--- config.mk ---
export PLATFORM = sky130hd
export DESIGN_NAME = spc_regs
export DESIGN_NICKNAME = d
export VERILOG_FILES = /design/src/logic/spc_pkg.sv /design/src/logic/spc_pulse.sv /design/src/logic/spc_regs.sv
export SDC_FILE = /design/constraint.sdc
export NUM_CORES = 1
export LEC_CHECK = 0
export BUFFER_PORTS_ARGS = -buffer_cell sky130_fd_sc_hd__buf_2
export CORE_UTILIZATION = 39
export DETAILED_ROUTE_END_ITERATION = 8
export PLACE_DENSITY = 0.69
export RECOVER_POWER = 25
export SETUP_SLACK_MARGIN = 0.4
export SYNTH_ARGS = -nofsm -noshare
export SYNTH_HDL_FRONTEND = slang
export SYNTH_SLANG_ARGS = --single-unit
--- constraint.sdc ---
create_clock -name CLK -period 6.4 [get_ports CLK]
set_clock_uncertainty 0.05 [all_clocks]
set_input_delay 1.28 -clock CLK [delete_from_list [all_inputs] [get_ports CLK]]
set_output_delay 1.28 -clock CLK [all_outputs]
set_load 0.01 [all_outputs]
--- src/logic/spc_pkg.sv ---
// Constants for the single-pair medium attachment control register bank.
// Assumes a 32-bit AXI4-Lite slave with one aligned word per register.
package spc_pkg;
    // Register indices, not byte addresses: the bus address is four times the index without its group nibble
    localparam logic [15:0] SPC_IDX_EXT_ABILITY = 16'h1012;
    localparam logic [15:0] SPC_IDX_ROLE_TYPE   = 16'h1834;
    localparam logic [15:0] SPC_IDX_LAYER_CTRL  = 16'h18F6;
    localparam int          SPC_GROUP_LSB       = 12;
    localparam logic [3:0]  SPC_GROUP_NIBBLE    = 4'h1;
    localparam logic [15:0] SPC_EXT_ABILITY_RST = 16'h0004;
    localparam logic [15:0] SPC_ROLE_TYPE_RST   = 16'h4002;
    localparam logic [15:0] SPC_LAYER_CTRL_RST  = 16'h0000;
    localparam int          SPC_ROLE_BIT        = 14;
    localparam logic [3:0]  SPC_TYPE_CODE       = 4'h2;
    localparam int          SPC_RESET_BIT       = 15;
    localparam int          SPC_TXDIS_BIT       = 14;
    localparam int          SPC_AMPL_BIT        = 12;
    localparam int          SPC_LOWPWR_BIT      = 11;
    localparam int          SPC_EEE_BIT         = 10;
    localparam int          SPC_LOOP_BIT        = 0;
    localparam logic [15:0] SPC_LAYER_WMASK     = 16'h5C01;
    localparam logic [1:0]  SPC_RESP_OKAY       = 2'b00;
    localparam logic [1:0]  SPC_RESP_SLVERR     = 2'b10;
    localparam int          SPC_LAYER_RST_CYCLES = 4;
endpackage : spc_pkg

--- src/logic/spc_pulse.sv ---
// Stretches a one-cycle request into a fixed-length reset pulse.
// Assumes a single synchronous clock domain.
`timescale 1ns/100ps
module spc_pulse #(
    parameter int LEN = 4
) (
    input  wire logic CLK,
    input  wire logic SRST,
    input  wire logic start,
    output logic      busy
);
    logic [7:0] cnt_r;
    always_ff @(posedge CLK) begin
        if (SRST) begin
            cnt_r <= 8'h00;
        end else if (start) begin
            cnt_r <= 8'(LEN);
        end else if (cnt_r != 8'h00) begin
            cnt_r <= cnt_r - 8'h01;
        end
    end
    assign busy = (cnt_r != 8'h00);
endmodule : spc_pulse

--- src/logic/spc_regs.sv ---
// AXI4-Lite register bank for the single-pair medium attachment control.
// Assumes one clock, synchronous reset; role and mode bits reach the datapath through one register stage.
// Behaviour
// - Ability register reports long-reach capability bit
// - Role bit selects leader or follower
// - Layer reset bit self-clears after pulse
// - Transmit disable bit, read and write
// - Amplitude bit selects 2.4 or 1.0 Vpp
// - Low-power bit, read and write
// - Energy-efficient mode enable bit
// - Loopback enable bit, read and write
//
// Local design decision: the AXI4-Lite interface to the registers.
`timescale 1ns/100ps
module spc_regs (
    input  wire logic        CLK,
    input  wire logic        SRST,
    input  wire logic [31:0] S_AXI_AWADDR,
    input  wire logic        S_AXI_AWVALID,
    output logic             S_AXI_AWREADY,
    input  wire logic [31:0] S_AXI_WDATA,
    input  wire logic [3:0]  S_AXI_WSTRB,
    input  wire logic        S_AXI_WVALID,
    output logic             S_AXI_WREADY,
    output logic [1:0]       S_AXI_BRESP,
    output logic             S_AXI_BVALID,
    input  wire logic        S_AXI_BREADY,
    input  wire logic [31:0] S_AXI_ARADDR,
    input  wire logic        S_AXI_ARVALID,
    output logic             S_AXI_ARREADY,
    output logic [31:0]      S_AXI_RDATA,
    output logic [1:0]       S_AXI_RRESP,
    output logic             S_AXI_RVALID,
    input  wire logic        S_AXI_RREADY,
    output logic             LEADER_ROLE,
    output logic             LAYER_RESET,
    output logic             TX_DISABLE,
    output logic             HIGH_AMPLITUDE,
    output logic             LOW_POWER,
    output logic             EEE_ENABLE,
    output logic             LOOPBACK
);
    // Index match; the group nibble is already stripped by software, so compare low 12 bits
    function automatic logic hit(input logic [31:0] addr, input logic [15:0] idx);
        hit = (addr[1:0] == 2'b00) && (addr[13:2] == idx[11:0]) && (addr[31:14] == 18'h00000);
    endfunction : hit

    logic        aw_held_r, w_held_r;
    logic [31:0] awaddr_r, wdata_r;
    logic [3:0]  wstrb_r;
    logic        role_r;
    logic [15:0] layer_r, layer_nxt;
    logic [31:0] rdata_nxt;
    logic        rd_ok;
    logic        rst_busy;

    wire aw_take = S_AXI_AWVALID && S_AXI_AWREADY;
    wire w_take  = S_AXI_WVALID && S_AXI_WREADY;
    wire do_wr   = aw_held_r && w_held_r && !S_AXI_BVALID;
    wire wr_role = do_wr && hit(awaddr_r, spc_pkg::SPC_IDX_ROLE_TYPE);
    wire wr_lay  = do_wr && hit(awaddr_r, spc_pkg::SPC_IDX_LAYER_CTRL);
    wire wr_ok   = hit(awaddr_r, spc_pkg::SPC_IDX_EXT_ABILITY) || wr_role || wr_lay;
    wire wr_lo   = wstrb_r[0];
    wire wr_hi   = wstrb_r[1];
    wire rst_req = wr_lay && wr_hi && wdata_r[spc_pkg::SPC_RESET_BIT];
    wire rd_take = S_AXI_ARVALID && S_AXI_ARREADY;

    wire [15:0] lay_wmask = spc_pkg::SPC_LAYER_WMASK & {{8{wr_hi}}, {8{wr_lo}}};
    assign layer_nxt = (layer_r & ~lay_wmask) | (wdata_r[15:0] & lay_wmask);

    wire [15:0] role_word = {1'b0, role_r, 10'h000, spc_pkg::SPC_TYPE_CODE};
    wire [15:0] lay_word  = {rst_busy, layer_r[14:0]};

    assign rd_ok = hit(S_AXI_ARADDR, spc_pkg::SPC_IDX_EXT_ABILITY)
                || hit(S_AXI_ARADDR, spc_pkg::SPC_IDX_ROLE_TYPE)
                || hit(S_AXI_ARADDR, spc_pkg::SPC_IDX_LAYER_CTRL);
    assign rdata_nxt =
        hit(S_AXI_ARADDR, spc_pkg::SPC_IDX_EXT_ABILITY)
            ? {16'h0000, spc_pkg::SPC_EXT_ABILITY_RST}
      : hit(S_AXI_ARADDR, spc_pkg::SPC_IDX_ROLE_TYPE)   ? {16'h0000, role_word}
      : hit(S_AXI_ARADDR, spc_pkg::SPC_IDX_LAYER_CTRL)  ? {16'h0000, lay_word}
      : 32'h00000000;

    // Stretched internal reset; the bit reads 1 while it runs, then clears itself
    spc_pulse #(.LEN(spc_pkg::SPC_LAYER_RST_CYCLES)) u_pulse (
        .CLK   (CLK),
        .SRST  (SRST),
        .start (rst_req),
        .busy  (rst_busy)
    );

    // Write address and data channels, taken in either order
    always_ff @(posedge CLK) begin
        if (SRST) begin
            aw_held_r     <= 1'b0;
            w_held_r      <= 1'b0;
            awaddr_r      <= 32'h00000000;
            wdata_r       <= 32'h00000000;
            wstrb_r       <= 4'h0;
            S_AXI_AWREADY <= 1'b0;
            S_AXI_WREADY  <= 1'b0;
        end else begin
            S_AXI_AWREADY <= !aw_held_r && !aw_take;
            S_AXI_WREADY  <= !w_held_r && !w_take;
            if (aw_take) begin
                aw_held_r <= 1'b1;
                awaddr_r  <= S_AXI_AWADDR;
            end else if (do_wr) begin
                aw_held_r <= 1'b0;
            end
            if (w_take) begin
                w_held_r <= 1'b1;
                wdata_r  <= S_AXI_WDATA;
                wstrb_r  <= S_AXI_WSTRB;
            end else if (do_wr) begin
                w_held_r <= 1'b0;
            end
        end
    end

    always_ff @(posedge CLK) begin
        if (SRST) begin
            S_AXI_BVALID <= 1'b0;
            S_AXI_BRESP  <= spc_pkg::SPC_RESP_OKAY;
        end else if (do_wr) begin
            S_AXI_BVALID <= 1'b1;
            S_AXI_BRESP  <= wr_ok ? spc_pkg::SPC_RESP_OKAY : spc_pkg::SPC_RESP_SLVERR;
        end else if (S_AXI_BREADY) begin
            S_AXI_BVALID <= 1'b0;
        end
    end

    always_ff @(posedge CLK) begin
        if (SRST) begin
            role_r  <= spc_pkg::SPC_ROLE_TYPE_RST[spc_pkg::SPC_ROLE_BIT];
            layer_r <= spc_pkg::SPC_LAYER_CTRL_RST;
        end else begin
            if (wr_role && wr_hi) begin
                role_r <= wdata_r[spc_pkg::SPC_ROLE_BIT];
            end
            if (wr_lay) begin
                layer_r <= layer_nxt;
            end
        end
    end

    // Read channel: one outstanding read, answer one cycle after address
    always_ff @(posedge CLK) begin
        if (SRST) begin
            S_AXI_ARREADY <= 1'b0;
            S_AXI_RVALID  <= 1'b0;
            S_AXI_RDATA   <= 32'h00000000;
            S_AXI_RRESP   <= spc_pkg::SPC_RESP_OKAY;
        end else begin
            S_AXI_ARREADY <= !S_AXI_RVALID && !rd_take && !S_AXI_ARREADY;
            if (rd_take) begin
                S_AXI_RVALID <= 1'b1;
                S_AXI_RDATA  <= rdata_nxt;
                S_AXI_RRESP  <= rd_ok ? spc_pkg::SPC_RESP_OKAY : spc_pkg::SPC_RESP_SLVERR;
            end else if (S_AXI_RREADY) begin
                S_AXI_RVALID <= 1'b0;
            end
        end
    end

    // Control outputs registered so the datapath sees clean levels
    always_ff @(posedge CLK) begin
        if (SRST) begin
            LEADER_ROLE    <= 1'b1;
            LAYER_RESET    <= 1'b0;
            TX_DISABLE     <= 1'b0;
            HIGH_AMPLITUDE <= 1'b0;
            LOW_POWER      <= 1'b0;
            EEE_ENABLE     <= 1'b0;
            LOOPBACK       <= 1'b0;
        end else begin
            LEADER_ROLE    <= role_r;
            LAYER_RESET    <= rst_busy;
            TX_DISABLE     <= layer_r[spc_pkg::SPC_TXDIS_BIT];
            HIGH_AMPLITUDE <= layer_r[spc_pkg::SPC_AMPL_BIT];
            LOW_POWER      <= layer_r[spc_pkg::SPC_LOWPWR_BIT];
            EEE_ENABLE     <= layer_r[spc_pkg::SPC_EEE_BIT];
            LOOPBACK       <= layer_r[spc_pkg::SPC_LOOP_BIT];
        end
    end

    property p_ability;
        @(posedge CLK) disable iff (SRST)
        rd_take && hit(S_AXI_ARADDR, spc_pkg::SPC_IDX_EXT_ABILITY) |=> S_AXI_RDATA == 32'h00000004;
    endproperty
    a_ability: assert property (p_ability) else $error("ability word wrong");

    property p_role;
        @(posedge CLK) disable iff (SRST)
        wr_role && wr_hi |=> ##1 LEADER_ROLE == $past(wdata_r[14], 2);
    endproperty
    a_role: assert property (p_role) else $error("role not applied");

    property p_selfclear;
        @(posedge CLK) disable iff (SRST)
        rst_req |=> rst_busy [*4];
    endproperty
    a_selfclear: assert property (p_selfclear) else $error("layer reset length wrong");

    // A repeated request restarts the pulse, so the end is only checked for a lone one
    property p_pulse_end;
        @(posedge CLK) disable iff (SRST)
        rst_req ##1 (!rst_req) [*4] |=> !rst_busy;
    endproperty
    a_pulse_end: assert property (p_pulse_end) else $error("layer reset not cleared");

    property p_txdis;
        @(posedge CLK) disable iff (SRST)
        wr_lay && wr_hi |=> ##1 TX_DISABLE == $past(wdata_r[14], 2);
    endproperty
    a_txdis: assert property (p_txdis) else $error("transmit disable wrong");

    property p_ampl;
        @(posedge CLK) disable iff (SRST)
        wr_lay && wr_hi |=> ##1 HIGH_AMPLITUDE == $past(wdata_r[12], 2);
    endproperty
    a_ampl: assert property (p_ampl) else $error("amplitude wrong");

    property p_lowpwr;
        @(posedge CLK) disable iff (SRST)
        !wr_lay |=> ##1 LOW_POWER == $past(LOW_POWER);
    endproperty
    a_lowpwr: assert property (p_lowpwr) else $error("low power changed unasked");

    property p_eee;
        @(posedge CLK) disable iff (SRST)
        wr_lay && wr_hi |=> ##1 EEE_ENABLE == $past(wdata_r[10], 2);
    endproperty
    a_eee: assert property (p_eee) else $error("eee enable wrong");

    property p_loop;
        @(posedge CLK) disable iff (SRST)
        wr_lay && wr_lo |=> ##1 LOOPBACK == $past(wdata_r[0], 2);
    endproperty
    a_loop: assert property (p_loop) else $error("loopback wrong");

    property p_reserved;
        @(posedge CLK) disable iff (SRST)
        (layer_r & ~spc_pkg::SPC_LAYER_WMASK) == 16'h0000 && S_AXI_RDATA[31:16] == 16'h0000;
    endproperty
    a_reserved: assert property (p_reserved) else $error("reserved bits not zero");
endmodule : spc_regs

==> key figures, run 1 <==
Final layout
  • Net count, final: a little under 600
  • Commonest non-fill, non-tap cell in the layout: nand2_1
  • Antenna cells: 0
  • Final Cell Area: 3990 µm²
  • Most frequent cells in the layout: nand2_1 (105), buf_2 (95), dfxtp_1 (78)
  • Area Overhead vs Synth: 21.9%
  • Layout cells sized above 1: between 20% and 30%

Power
  • Seq pwr share: a little over two fifths
  • PnR Total Power: roughly 1300 µW
  • LEAKAGE: between 0.0015 and 0.002 µW
  • Switch Pwr: around 350 µW
  • Switching Fraction: between 20% and 30%
  • Pwr Density: ~320 nW/µm²
  • Int Power: roughly 930 µW
  • Clock Power Share: between 30% and 40%
  • Worst vdd rail ir drop: between 0.1 and 0.15 mV
  • Combinational Power Share: 18.1%

Floorplanning
  • Die Height: ~94 µm
  • Die Wd: roughly 94 µm
  • Total core area: approximately 8200 µm²
  • Total Die Area: slightly below 9000 µm²
  • Row cnt: 33
  • # IOs: 155
  • Initial Util: 40.0%

Yosys
  • Avg Inst Size Synth: ~8.3 µm²
  • Asr flop ratio synth: 0%
  • Synth area leader: dfxtp_1
  • Mapped cell area: between 3000 and 4000 µm²
  • YS warnings: 0
  • Post-synth EDFFs: 0
  • #FFs+latches synth: 78
  • Top_reg_cell synth: dfxtp_1
  • Synth Instances: slightly below 400
  • Sequential area share after synthesis: around 48%
  • Synth cell types: 46
  • Top post-synthesis cells by area: dfxtp_1 (48%), nand2_1 (12%), a21oi_1 (7.3%)
  • Synth top area share: a little under half

CTS
  • Clk_lat worst skew: 0.35 ns
  • Post-CTS Hold Fix Bufs: 0
  • Post-cts sizing count: 0
  • CTS tree: yes
  • H-Tree Depth: 3
  • Clock-pin slew of the registers on the worst-case setup and hold paths: around 0.08 ns
  • Root Driver: clkbuf_8
  • Total CTS buffers: 9
  • CTS Buffer Depth: 2
  • CTS Sinks: between 70 and 80
  • Post-CTS Setup Bufs: 0

Global routing
  • Number of global-route vias before repair: ~2,600
  • Pin count of the biggest net entering global routing: 68
  • First-pass GRT wire length: between 10,000 and 15,000 µm
  • Initial antenna violation count: 0
  • Grt total ovfl: 0
  • Overall global routing resource usage: between 15 and 20%

Timing
  • Unrepaired setup endpoints after global routing: no
  • Least-Margin Pin Slew: about 1.2 ns
  • Final Cycle Share: 41.4%
  • Final hold viol count: 0
  • Final-report setup violation count: 0
  • Final slew viol count: 0
  • TNS Setup: 0 ns
  • Slew HR: a little over a fifth
  • Peak Freq: 0.378 GHz
  • Fin crit period: between 2 and 3 ns
  • Final WS setup: approximately 3.8 ns

Route
  • WL per Instance: 12.0 µm
  • Drt first pass iters: 4
  • Residual DRC: 0
  • Vias per inst: 4.84
  • Iteration-0 DRC count of the detailed router: 90
  • Routed WL: 7150 µm
  • Via count: ~2,900
  • Final antenna-violating net count: 0

Critical path
  • Critical path's largest stage delay: between 1 and 1.5 ns
  • Crit path max-delay cell type: nor4_1
  • CP required: between 6 and 7 ns
  • CP Cell Sequence: or4_1 > or3_1 > nor4_1 > a2111oi_0
  • Reg2Reg Depth: 4
  • CP max FO: 8
  • R2r setup slk: approximately 3.8 ns
  • Crit Path Class: reg -> reg
  • Crit path DAT: roughly 2.8 ns
  • R2R Path End: u_pulse.cnt_r[1]
  • CP Capture Type: register
  • Startpoint Class: register
  • R2R Path Start: awaddr_r[24]

Placed design
  • IO buf count: 100
  • Dpl ws: ~3.5 ns
  • Placed cell area: 3750 µm²
  • Final GP Congestion: slightly below 0.8
  • Dpl hpwl: between 5000 and 6000 µm

Worst hold path
  • Worst hold endpoint: S_AXI_RDATA[2]
  • Worst min path class: reg -> reg
  • WHS Path Cells: 2
  • Hold_sp: S_AXI_RDATA[2]

Flow run
  • Max-Cap Viols: 0

Run status
  • Status: finished clean
synth_stat cells, types with 2 or more instances:
master / count
ha_1: 2
a22o_1: 2
inv_1: 12
o41ai_1: 2
buf_4: 26
nor2_1: 10
o21ai_0: 5
nor4b_1: 2
nand4_1: 2
nor3_1: 8
nand2b_1: 4
nand2_1: 105
and2_1: 3
nor4_1: 19
nor2b_1: 4
nand3_1: 5
nor4_4: 2
clkbuf_1: 12
nand4_2: 2
mux2i_1: 5
and4_1: 2
xnor2_1: 5
or4_1: 3
dfxtp_1: 78
buf_1: 4
a21oi_1: 48
per-stage QoR:
step / hold WS, ns / instances / utilization [%]
floorplan: 0.367 / 417 / -
global placement: 0.382 / 580 / 45.8
detailed placement: 0.390 / 580 / 45.8
CTS: 0.405 / 596 / 49.1
global route: 0.425 / 596 / 48.8
finish: 0.402 / 596 / 48.8
metal layers:
layer  wire, µm  vias to the layer above  part of all wire (%)  GRT usage [%]
met3        475                       11                   6.6           3.50
met2       3430                      116                    48           30.0
met1       3140                     1286                    44           20.6
met4        107                        0                   1.5           8.21
met5          0                        -                     0              0
li1           -                     1470                     -              -
cell families (layout without fill, tap and decap cells):
logic type               count (synthesis)  after routing  share of synthesized area (%)
multiplexers                             6              6                           1.99
AO/OA/AOI/OAI                           66             66                           11.5
buffers and inverters                   55            129                           9.33
XOR/XNOR                                 6              6                           1.61
AND/OR/NAND/NOR                        178            178                           27.0
flip-flops                              78             78                           47.7
adder cells (fa/ha/maj)                  2              2                          0.764
other                                    1             26                          0.115
power by group through the flow:
stage               sequential [µW]  clock, µW  combinational (µW)
floorplan                       562          0                 184
global placement                564          0                 222
detailed placement              566          0                 231
CTS                             556        495                 233
global route                    561        521                 264
finish                          556        488                 230
registers in the layout, indices dropped and copies added (netlist names), 2 cells and up, named ones only:
| signal | count |
|---|---|
| awaddr_r | 32 |
| wdata_r | 6 |
| u_pulse.cnt_r | 8 |
| wstrb_r | 2 |
| S_AXI_RDATA | 8 |
area by class of cell:
| cell class | instances | area (µm²) |
|---|---|---|
| Multi-Input combinational cell | 284 | 1480 |
| Timing Repair Buffer | 101 | 502 |
| Inverter | 12 | 45.0 |
| Clock inverter | 7 | 145 |
| Tap cell | 105 | 131 |
| Clock buffer | 9 | 124 |
| Sequential cell | 78 | 1560 |
| Fill cell | 807 | 4190 |
critical path: cells and delay by family, from the launching register on:
| family | cells | cell delay (ns) |
|---|---|---|
| AO/OA/AOI/OAI | 1 | 0.14 |
| flip-flops | 1 | 0.32 |
| AND/OR/NAND/NOR | 3 | 1.96 |
how the worst max path moves through the flow:
| stage | startpoint | end | slack [ns] | depth (start not counted) |
|---|---|---|---|---|
| 2_1_floorplan | S_AXI_ARADDR[2] | S_AXI_RDATA[2] | 3.85 | 4 |
| 3_3_place_gp | S_AXI_ARADDR[2] | S_AXI_RDATA[2] | 3.53 | 5 |
| 5_1_grt | awaddr_r[24] | u_pulse.cnt_r[1] | 3.44 | 4 |
| 6_report | awaddr_r[24] | u_pulse.cnt_r[1] | 3.75 | 4 |
| 3_5_place_dp | S_AXI_ARADDR[2] | S_AXI_RDATA[2] | 3.52 | 5 |
| 4_1_cts | S_AXI_ARADDR[2] | S_AXI_RDATA[2] | 3.89 | 5 |
No activity file was read; power rests on OpenSTA's default activity.
==> run 2, diff against run 1 <==
- ABC_AREA: not set -> 1
- PLACE_DENSITY: 0.69 -> 0.68
- clock period: 6.4 -> 2.55 ns (I/O delays scaled with it)
==> run 2 against run 1 <==
Net effect:
- combinational power rose to 2.8 times the previous value
- utilization rose by 0.35 points
- routed wire length barely moved
- critical path type is now in -> reg
- largest cell class unchanged
- highest routed layer unchanged
==> key figures, run 2 <==
Run status
  • Status: finished clean

Timing
  • Least-Margin Pin Slew: roughly 1 ns
  • Fin crit period: around 1.8 ns
  • Final slew viol count: 0
  • Final Cycle Share: about 71%
  • Final-report setup violation count: 0
  • Unrepaired setup endpoints after global routing: no
  • Final hold viol count: 0
  • TNS Setup: 0 ns
  • Peak Freq: between 0.5 and 0.6 GHz
  • Slew HR: between 30% and 40%

Critical path
  • CP Capture Type: register
  • Crit path max-delay cell type: clkbuf_1
  • Crit path DAT: about 2.0 ns
  • CP Cell Sequence: clkbuf_1 > inv_1 > clkbuf_1 > o21ai_0 > a21oi_1
  • Last element of the critical path: wstrb_r[1]
  • Crit Path Class: in -> reg
  • R2R Path Start: awaddr_r[24]
  • CP max FO: 27
  • R2r setup slk: just over 0.9 ns
  • Crit path launch: SRST
  • Reg2Reg Depth: 8
  • CP required: about 2.8 ns
  • Cell mode on critical path: clkbuf_1
  • Critical path's largest stage delay: slightly below 0.8 ns
  • R2R Path End: u_pulse.cnt_r[1]
  • Startpoint Class: input port

Yosys
  • Top post-synthesis cells by area: dfxtp_1 (45%), nor2_1 (14%), o21ai_0 (7.0%)
  • Top_reg_cell synth: dfxtp_1
  • Synth top cells by count: nor2_1 (132), dfxtp_1 (78), nand2_1 (48), o21ai_0 (48), inv_1 (47)
  • Mapped cell area: 3450 µm²
  • Sequential area share after synthesis: a little under half
  • YS warnings: 0
  • #FFs+latches synth: 78
  • Avg Inst Size Synth: 7.19 µm²
  • Asr flop ratio synth: 0%
  • Synth Instances: 480
  • Synth top area share: between 40% and 50%
  • Post-synth EDFFs: 0
  • Synth cell types: 30
  • Synth area leader: dfxtp_1
  • Cell with the most instances after synthesis: nor2_1

Route
  • Routed WL: between 7000 and 8000 µm
  • Via count: between 3,000 and 4,000
  • Met1 Wirelength: approximately 3000 µm
  • Residual DRC: 0
  • Iteration-0 DRC count of the detailed router: 88
  • Met2 WL post-DR: approximately 3500 µm
  • DR WL met3: between 500 and 600 µm
  • Highest Signal Layer: met4
  • Vias per inst: between 4 and 5
  • WL per Instance: 10.4 µm
  • Drt first pass iters: 4
  • Final antenna-violating net count: 0

Floorplanning
  • # IOs: 155
  • Row cnt: 33
  • Die Height: between 90 and 100 µm
  • Total core area: 8380 µm²
  • Initial Util: between 40% and 50%
  • Total Die Area: between 9000 and 10,000 µm²
  • Die Wd: around 96 µm

CTS
  • Post-CTS Hold Fix Bufs: 0
  • Post-CTS Setup Bufs: 0
  • Post-cts sizing count: 0
  • CTS tree: yes
  • CTS Buffer Depth: 2
  • H-Tree Depth: 3
  • CTS Sinks: 78
  • Root Driver: clkbuf_8
  • Total CTS buffers: 9
  • Clock-pin slew of the registers on the worst-case setup and hold paths: approximately 0.07 ns
  • Clk_lat worst skew: about 0.34 ns

Final layout
  • Largest registers: awaddr_r x32, S_AXI_RDATA x8, u_pulse.cnt_r x8
  • Area Overhead vs Synth: 19.3%
  • Net count, final: a little under 700
  • Most frequent cells in the layout: nor2_1 (132), buf_2 (95), dfxtp_1 (78)
  • Commonest non-fill, non-tap cell in the layout: nor2_1
  • Layout cells sized above 1: between 20% and 30%
  • Final core utilization: 49.1%
  • Antenna cells: 0
  • Largest Register: awaddr_r
  • Largest register FFs: 32

Placed design
  • Dpl hpwl: around 5600 µm
  • IO buf count: 100
  • Final GP Congestion: about 0.77

Global routing
  • Overall global routing resource usage: between 10% and 20%
  • First-pass GRT wire length: between 10,000 and 15,000 µm
  • Pin count of the biggest net entering global routing: 28
  • Initial antenna violation count: 0
  • Number of global-route vias before repair: just under 3,000
  • Grt total ovfl: 0

Worst hold path
  • Worst min path class: in -> reg
  • WHS Path Cells: 3

Power
  • Worst vdd rail ir drop: 0.309 mV
  • LEAKAGE: 0.00196 µW
  • Pwr Density: just over 700 nW/µm²

Flow run
  • Max-Cap Viols: 0
==> run 2: layout make-up <==
cell class	count	area, µm²
well taps	105	131
clock buffers	12	155
flip-flops and latches	78	1560
inverters	48	180
clock inverters	3	20.0
repair buffers	104	517
fillers	872	4260
multi-input cells	338	1550
==> run 2: how the worst min path moves through the flow <==
stage	end	from	slack, ns
finish	awaddr_r[15]	S_AXI_AWADDR[15]	0.37
global route	awaddr_r[25]	S_AXI_AWADDR[25]	0.34
CTS	awaddr_r[23]	S_AXI_AWADDR[23]	0.35
detailed placement	S_AXI_AWREADY	aw_held_r	0.39
global placement	S_AXI_ARREADY	S_AXI_ARREADY	0.38
floorplan	LOOPBACK	register	0.37
==> run 2: per-layer routing <==
layer | GRT usage (%) | vias to the layer above
li1 | - | 1648
met1 | 17.4 | 1344
met2 | 31.3 | 99
met3 | 6.32 | 7
met4 | 5.22 | 0
met5 | 0 | -
==> run 2: metrics by stage <==
step | instance area [µm²] | instances | total power [µW] | setup slack [ns] | hold WS (ns)
final | 4120 | 688 | 2900 | 0.747 | 0.367
after global routing | 4120 | 688 | 3120 | 0.490 | 0.337
after CTS | 4150 | 688 | 2940 | 0.892 | 0.354
after detailed placement | 3970 | 673 | 2120 | 0.746 | 0.394
after global placement | 3970 | 673 | 2090 | 0.785 | 0.379
after floorplan | 3550 | 505 | 1960 | 1.11 | 0.366
==> run 2: kinds of logic after synthesis <==
kind of cell,after synthesis,share of synthesized area [%]
simple gates,227,28.6
buf+inv,89,12.5
flops,78,45.2
compound gates,76,11.1
xor+xnor,7,1.78
fa+ha+maj,2,0.725
other cells,1,0.109
==> run 2: where the power goes <==
group          internal, µW  switching [µW]  leakage [µW]
Clock                   400             420     0.0000845
Sequential             1340            82.7      0.000640
Combinational           280             371       0.00124
Total                  2020             875       0.00196
==> run 2: worst max-delay path, delay by kind of cell <==
| family | cells | cell delay [ns] |
|---|---|---|
| buf+inv | 3 | 1.12 |
| compound gates | 2 | 0.38 |
==> run 3, diff against run 2 <==
- PLACE_DENSITY: 0.68 -> 0.71
- clock period: 2.55 -> 1.5 ns (I/O delays scaled with it)
==> run 3 against run 2 <==
Net effect:
- non-clock buffer count is 21 higher
- critical path depth up 3
- die area unchanged
- worst setup slack worse by 0.68 ns
- sequential power up 72%
- final cell count grew 3.2%
- clock power increased by 91%
- routed wire length up 7.7%
- total power up 92%
- highest routed layer unchanged
==> key figures, run 3 (same netlist as run 2, synthesis figures left out) <==
Global routing
  • Number of global-route vias before repair: between 2,000 and 3,000
  • Initial antenna violation count: 0
  • Pin count of the biggest net entering global routing: 55
  • Overall global routing resource usage: about 17%
  • Grt total ovfl: 0
  • First-pass GRT wire length: roughly 12,000 µm

CTS
  • Post-CTS Hold Fix Bufs: 0
  • H-Tree Depth: 3
  • Root Driver: clkbuf_8
  • Clk_lat worst skew: between 0.3 and 0.4 ns
  • Clock-pin slew of the registers on the worst-case setup and hold paths: approximately 0.09 ns
  • CTS Sinks: between 70 and 80
  • Total CTS buffers: 9
  • CTS Buffer Depth: 2
  • CTS tree: yes

Final layout
  • Area Overhead vs Synth: 35.4%
  • Largest Register: awaddr_r
  • Final Cell Area: approximately 4700 µm²
  • Largest register FFs: 32
  • Filler cells: 786
  • Net count, final: ~710
  • Antenna cells: 0
  • Commonest non-fill, non-tap cell in the layout: nor2_1
  • Most frequent cells in the layout: nor2_1 (120), buf_2 (81), dfxtp_1 (52)
  • Largest registers: awaddr_r x32, S_AXI_RDATA x8, u_pulse.cnt_r x8
  • Final non-filler cell total: 710
  • Layout cells sized above 1: between 30% and 40%

Placed design
  • IO buf count: 100
  • Final GP Congestion: roughly 0.79
  • Placed cell area: 4090 µm²
  • Dpl ws: between 0.015 and 0.02 ns
  • Dpl hpwl: roughly 5500 µm
  • Dpl cells: 685

Critical path
  • Cell mode on critical path: nand3_4
  • Critical path's largest stage delay: around 0.33 ns
  • Crit path max-delay cell type: dfxtp_2
  • CP Capture Type: register
  • CP required: roughly 1.7 ns
  • R2R Path Start: awaddr_r[14]
  • Startpoint Class: register
  • R2r setup slk: 0.07 ns
  • Crit path DAT: ~1.6 ns
  • CP Cell Sequence: nor2_2 > nand2_2 > nor2_4 > nand3_4 > nor3_4 > nand3_4 > nand3_1 > inv_1
  • Reg2Reg Depth: 8
  • Crit Path Class: reg -> reg
  • CP max FO: 7
  • R2R Path End: u_pulse.cnt_r[5]

Floorplanning
  • Initial Util: 41.2%
  • Die Wd: just under 100 µm
  • Row cnt: 33
  • # IOs: roughly 160
  • Die Height: about 96 µm
  • Total Die Area: slightly above 9000 µm²
  • Total core area: roughly 8400 µm²

Route
  • Iteration-0 DRC count of the detailed router: ~120
  • WL per Instance: between 10 and 15 µm
  • Highest Signal Layer: met4
  • Met2 WL post-DR: about 3800 µm
  • Routed WL: slightly below 8000 µm
  • DR WL met3: slightly above 500 µm
  • Residual DRC: 0
  • Via count: ~3,300
  • Vias per inst: roughly 4.6
  • Met1 Wirelength: around 3300 µm
  • Final antenna-violating net count: 0
  • Drt first pass iters: 4

Flow run
  • Max-Cap Viols: 0

Power
  • Worst vdd rail ir drop: roughly 0.6 mV
  • Pwr Density: 1190 nW/µm²
  • LEAKAGE: ~0.0022 µW
  • PnR Total Power: 5570 µW

Timing
  • Unrepaired setup endpoints after global routing: yes
  • Fin crit period: ~1.4 ns
  • Final-report setup violation count: 0
  • Final slew viol count: 0
  • Final WS setup: around 0.065 ns
  • Final hold viol count: 0
  • Peak Freq: about 0.70 GHz
  • Final Cycle Share: around 96%
  • Fin Hold WS: 0.145 ns

Worst hold path
  • Hold_sp: S_AXI_RREADY
  • WHS Path Cells: 4
  • Worst hold endpoint: S_AXI_RVALID
  • Worst min path class: in -> reg

Run status
  • Status: finished clean
-- run 3: per-layer routing --
layer	track usage, %	vias to the layer above
met1	18.7	1446
met5	0	-
li1	-	1694
met2	31.6	103
met4	6.72	0
met3	4.66	8
-- run 3: how the worst max path moves through the flow --
stage / cells past startpoint / slack, ns / endpoint / startpoint
3_5_place_dp: 9 / 0.02 / register / awaddr_r[28]
3_3_place_gp: 8 / 0.04 / S_AXI_RDATA[10] / S_AXI_ARADDR[15]
5_1_grt: 9 / -0.07 / register / awaddr_r[18]
6_report: 8 / 0.07 / u_pulse.cnt_r[5] / awaddr_r[14]
2_1_floorplan: 8 / 0.15 / u_pulse.cnt_r[0] / awaddr_r[23]
4_1_cts: 9 / 0.04 / register / awaddr_r[31]
-- run 3: where the power goes --
group / leakage (µW) / internal, µW / switching [µW]
Combinational: 0.00142 / 709 / 829
Clock: 0.0000960 / 774 / 800
Sequential: 0.000649 / 2300 / 161
-- run 3: timing repair --
item | CTS | global route
gates cloned | 0 | 0
setup endpoints to repair | 67 | 67
gates resized for setup | 51 | 48
pin swaps | 2 | 19
setup buffers | 3 | 6
-- run 3: final cells by class --
cell class                      count  area [µm²]  area share (%)
Clock buffer                        9         124            2.65
Clock inverter                      7        72.6            1.55
Inverter                           48         185            3.96
Multi-Input combinational cell    338        1720            36.8
Sequential cell                    78        1600            34.2
Tap cell                          105         131            2.81
Timing Repair Buffer              125         843            18.0
-- run 3: worst max-delay path, delay by kind of cell, from the launching register on --
family / cells / cell delay [ns]
DFF: 1 / 0.33
buffers and inverters: 1 / 0.04
and+or+nand+nor: 7 / 0.92
-- run 3: stage by stage --
stage / setup TNS [ns] / utilization [%]
after floorplan: 0 / -
after global placement: 0 / 48.8
after detailed placement: 0 / 48.8
after CTS: 0 / 53.5
after global routing: -0.350 / 55.8
final: 0 / 55.8
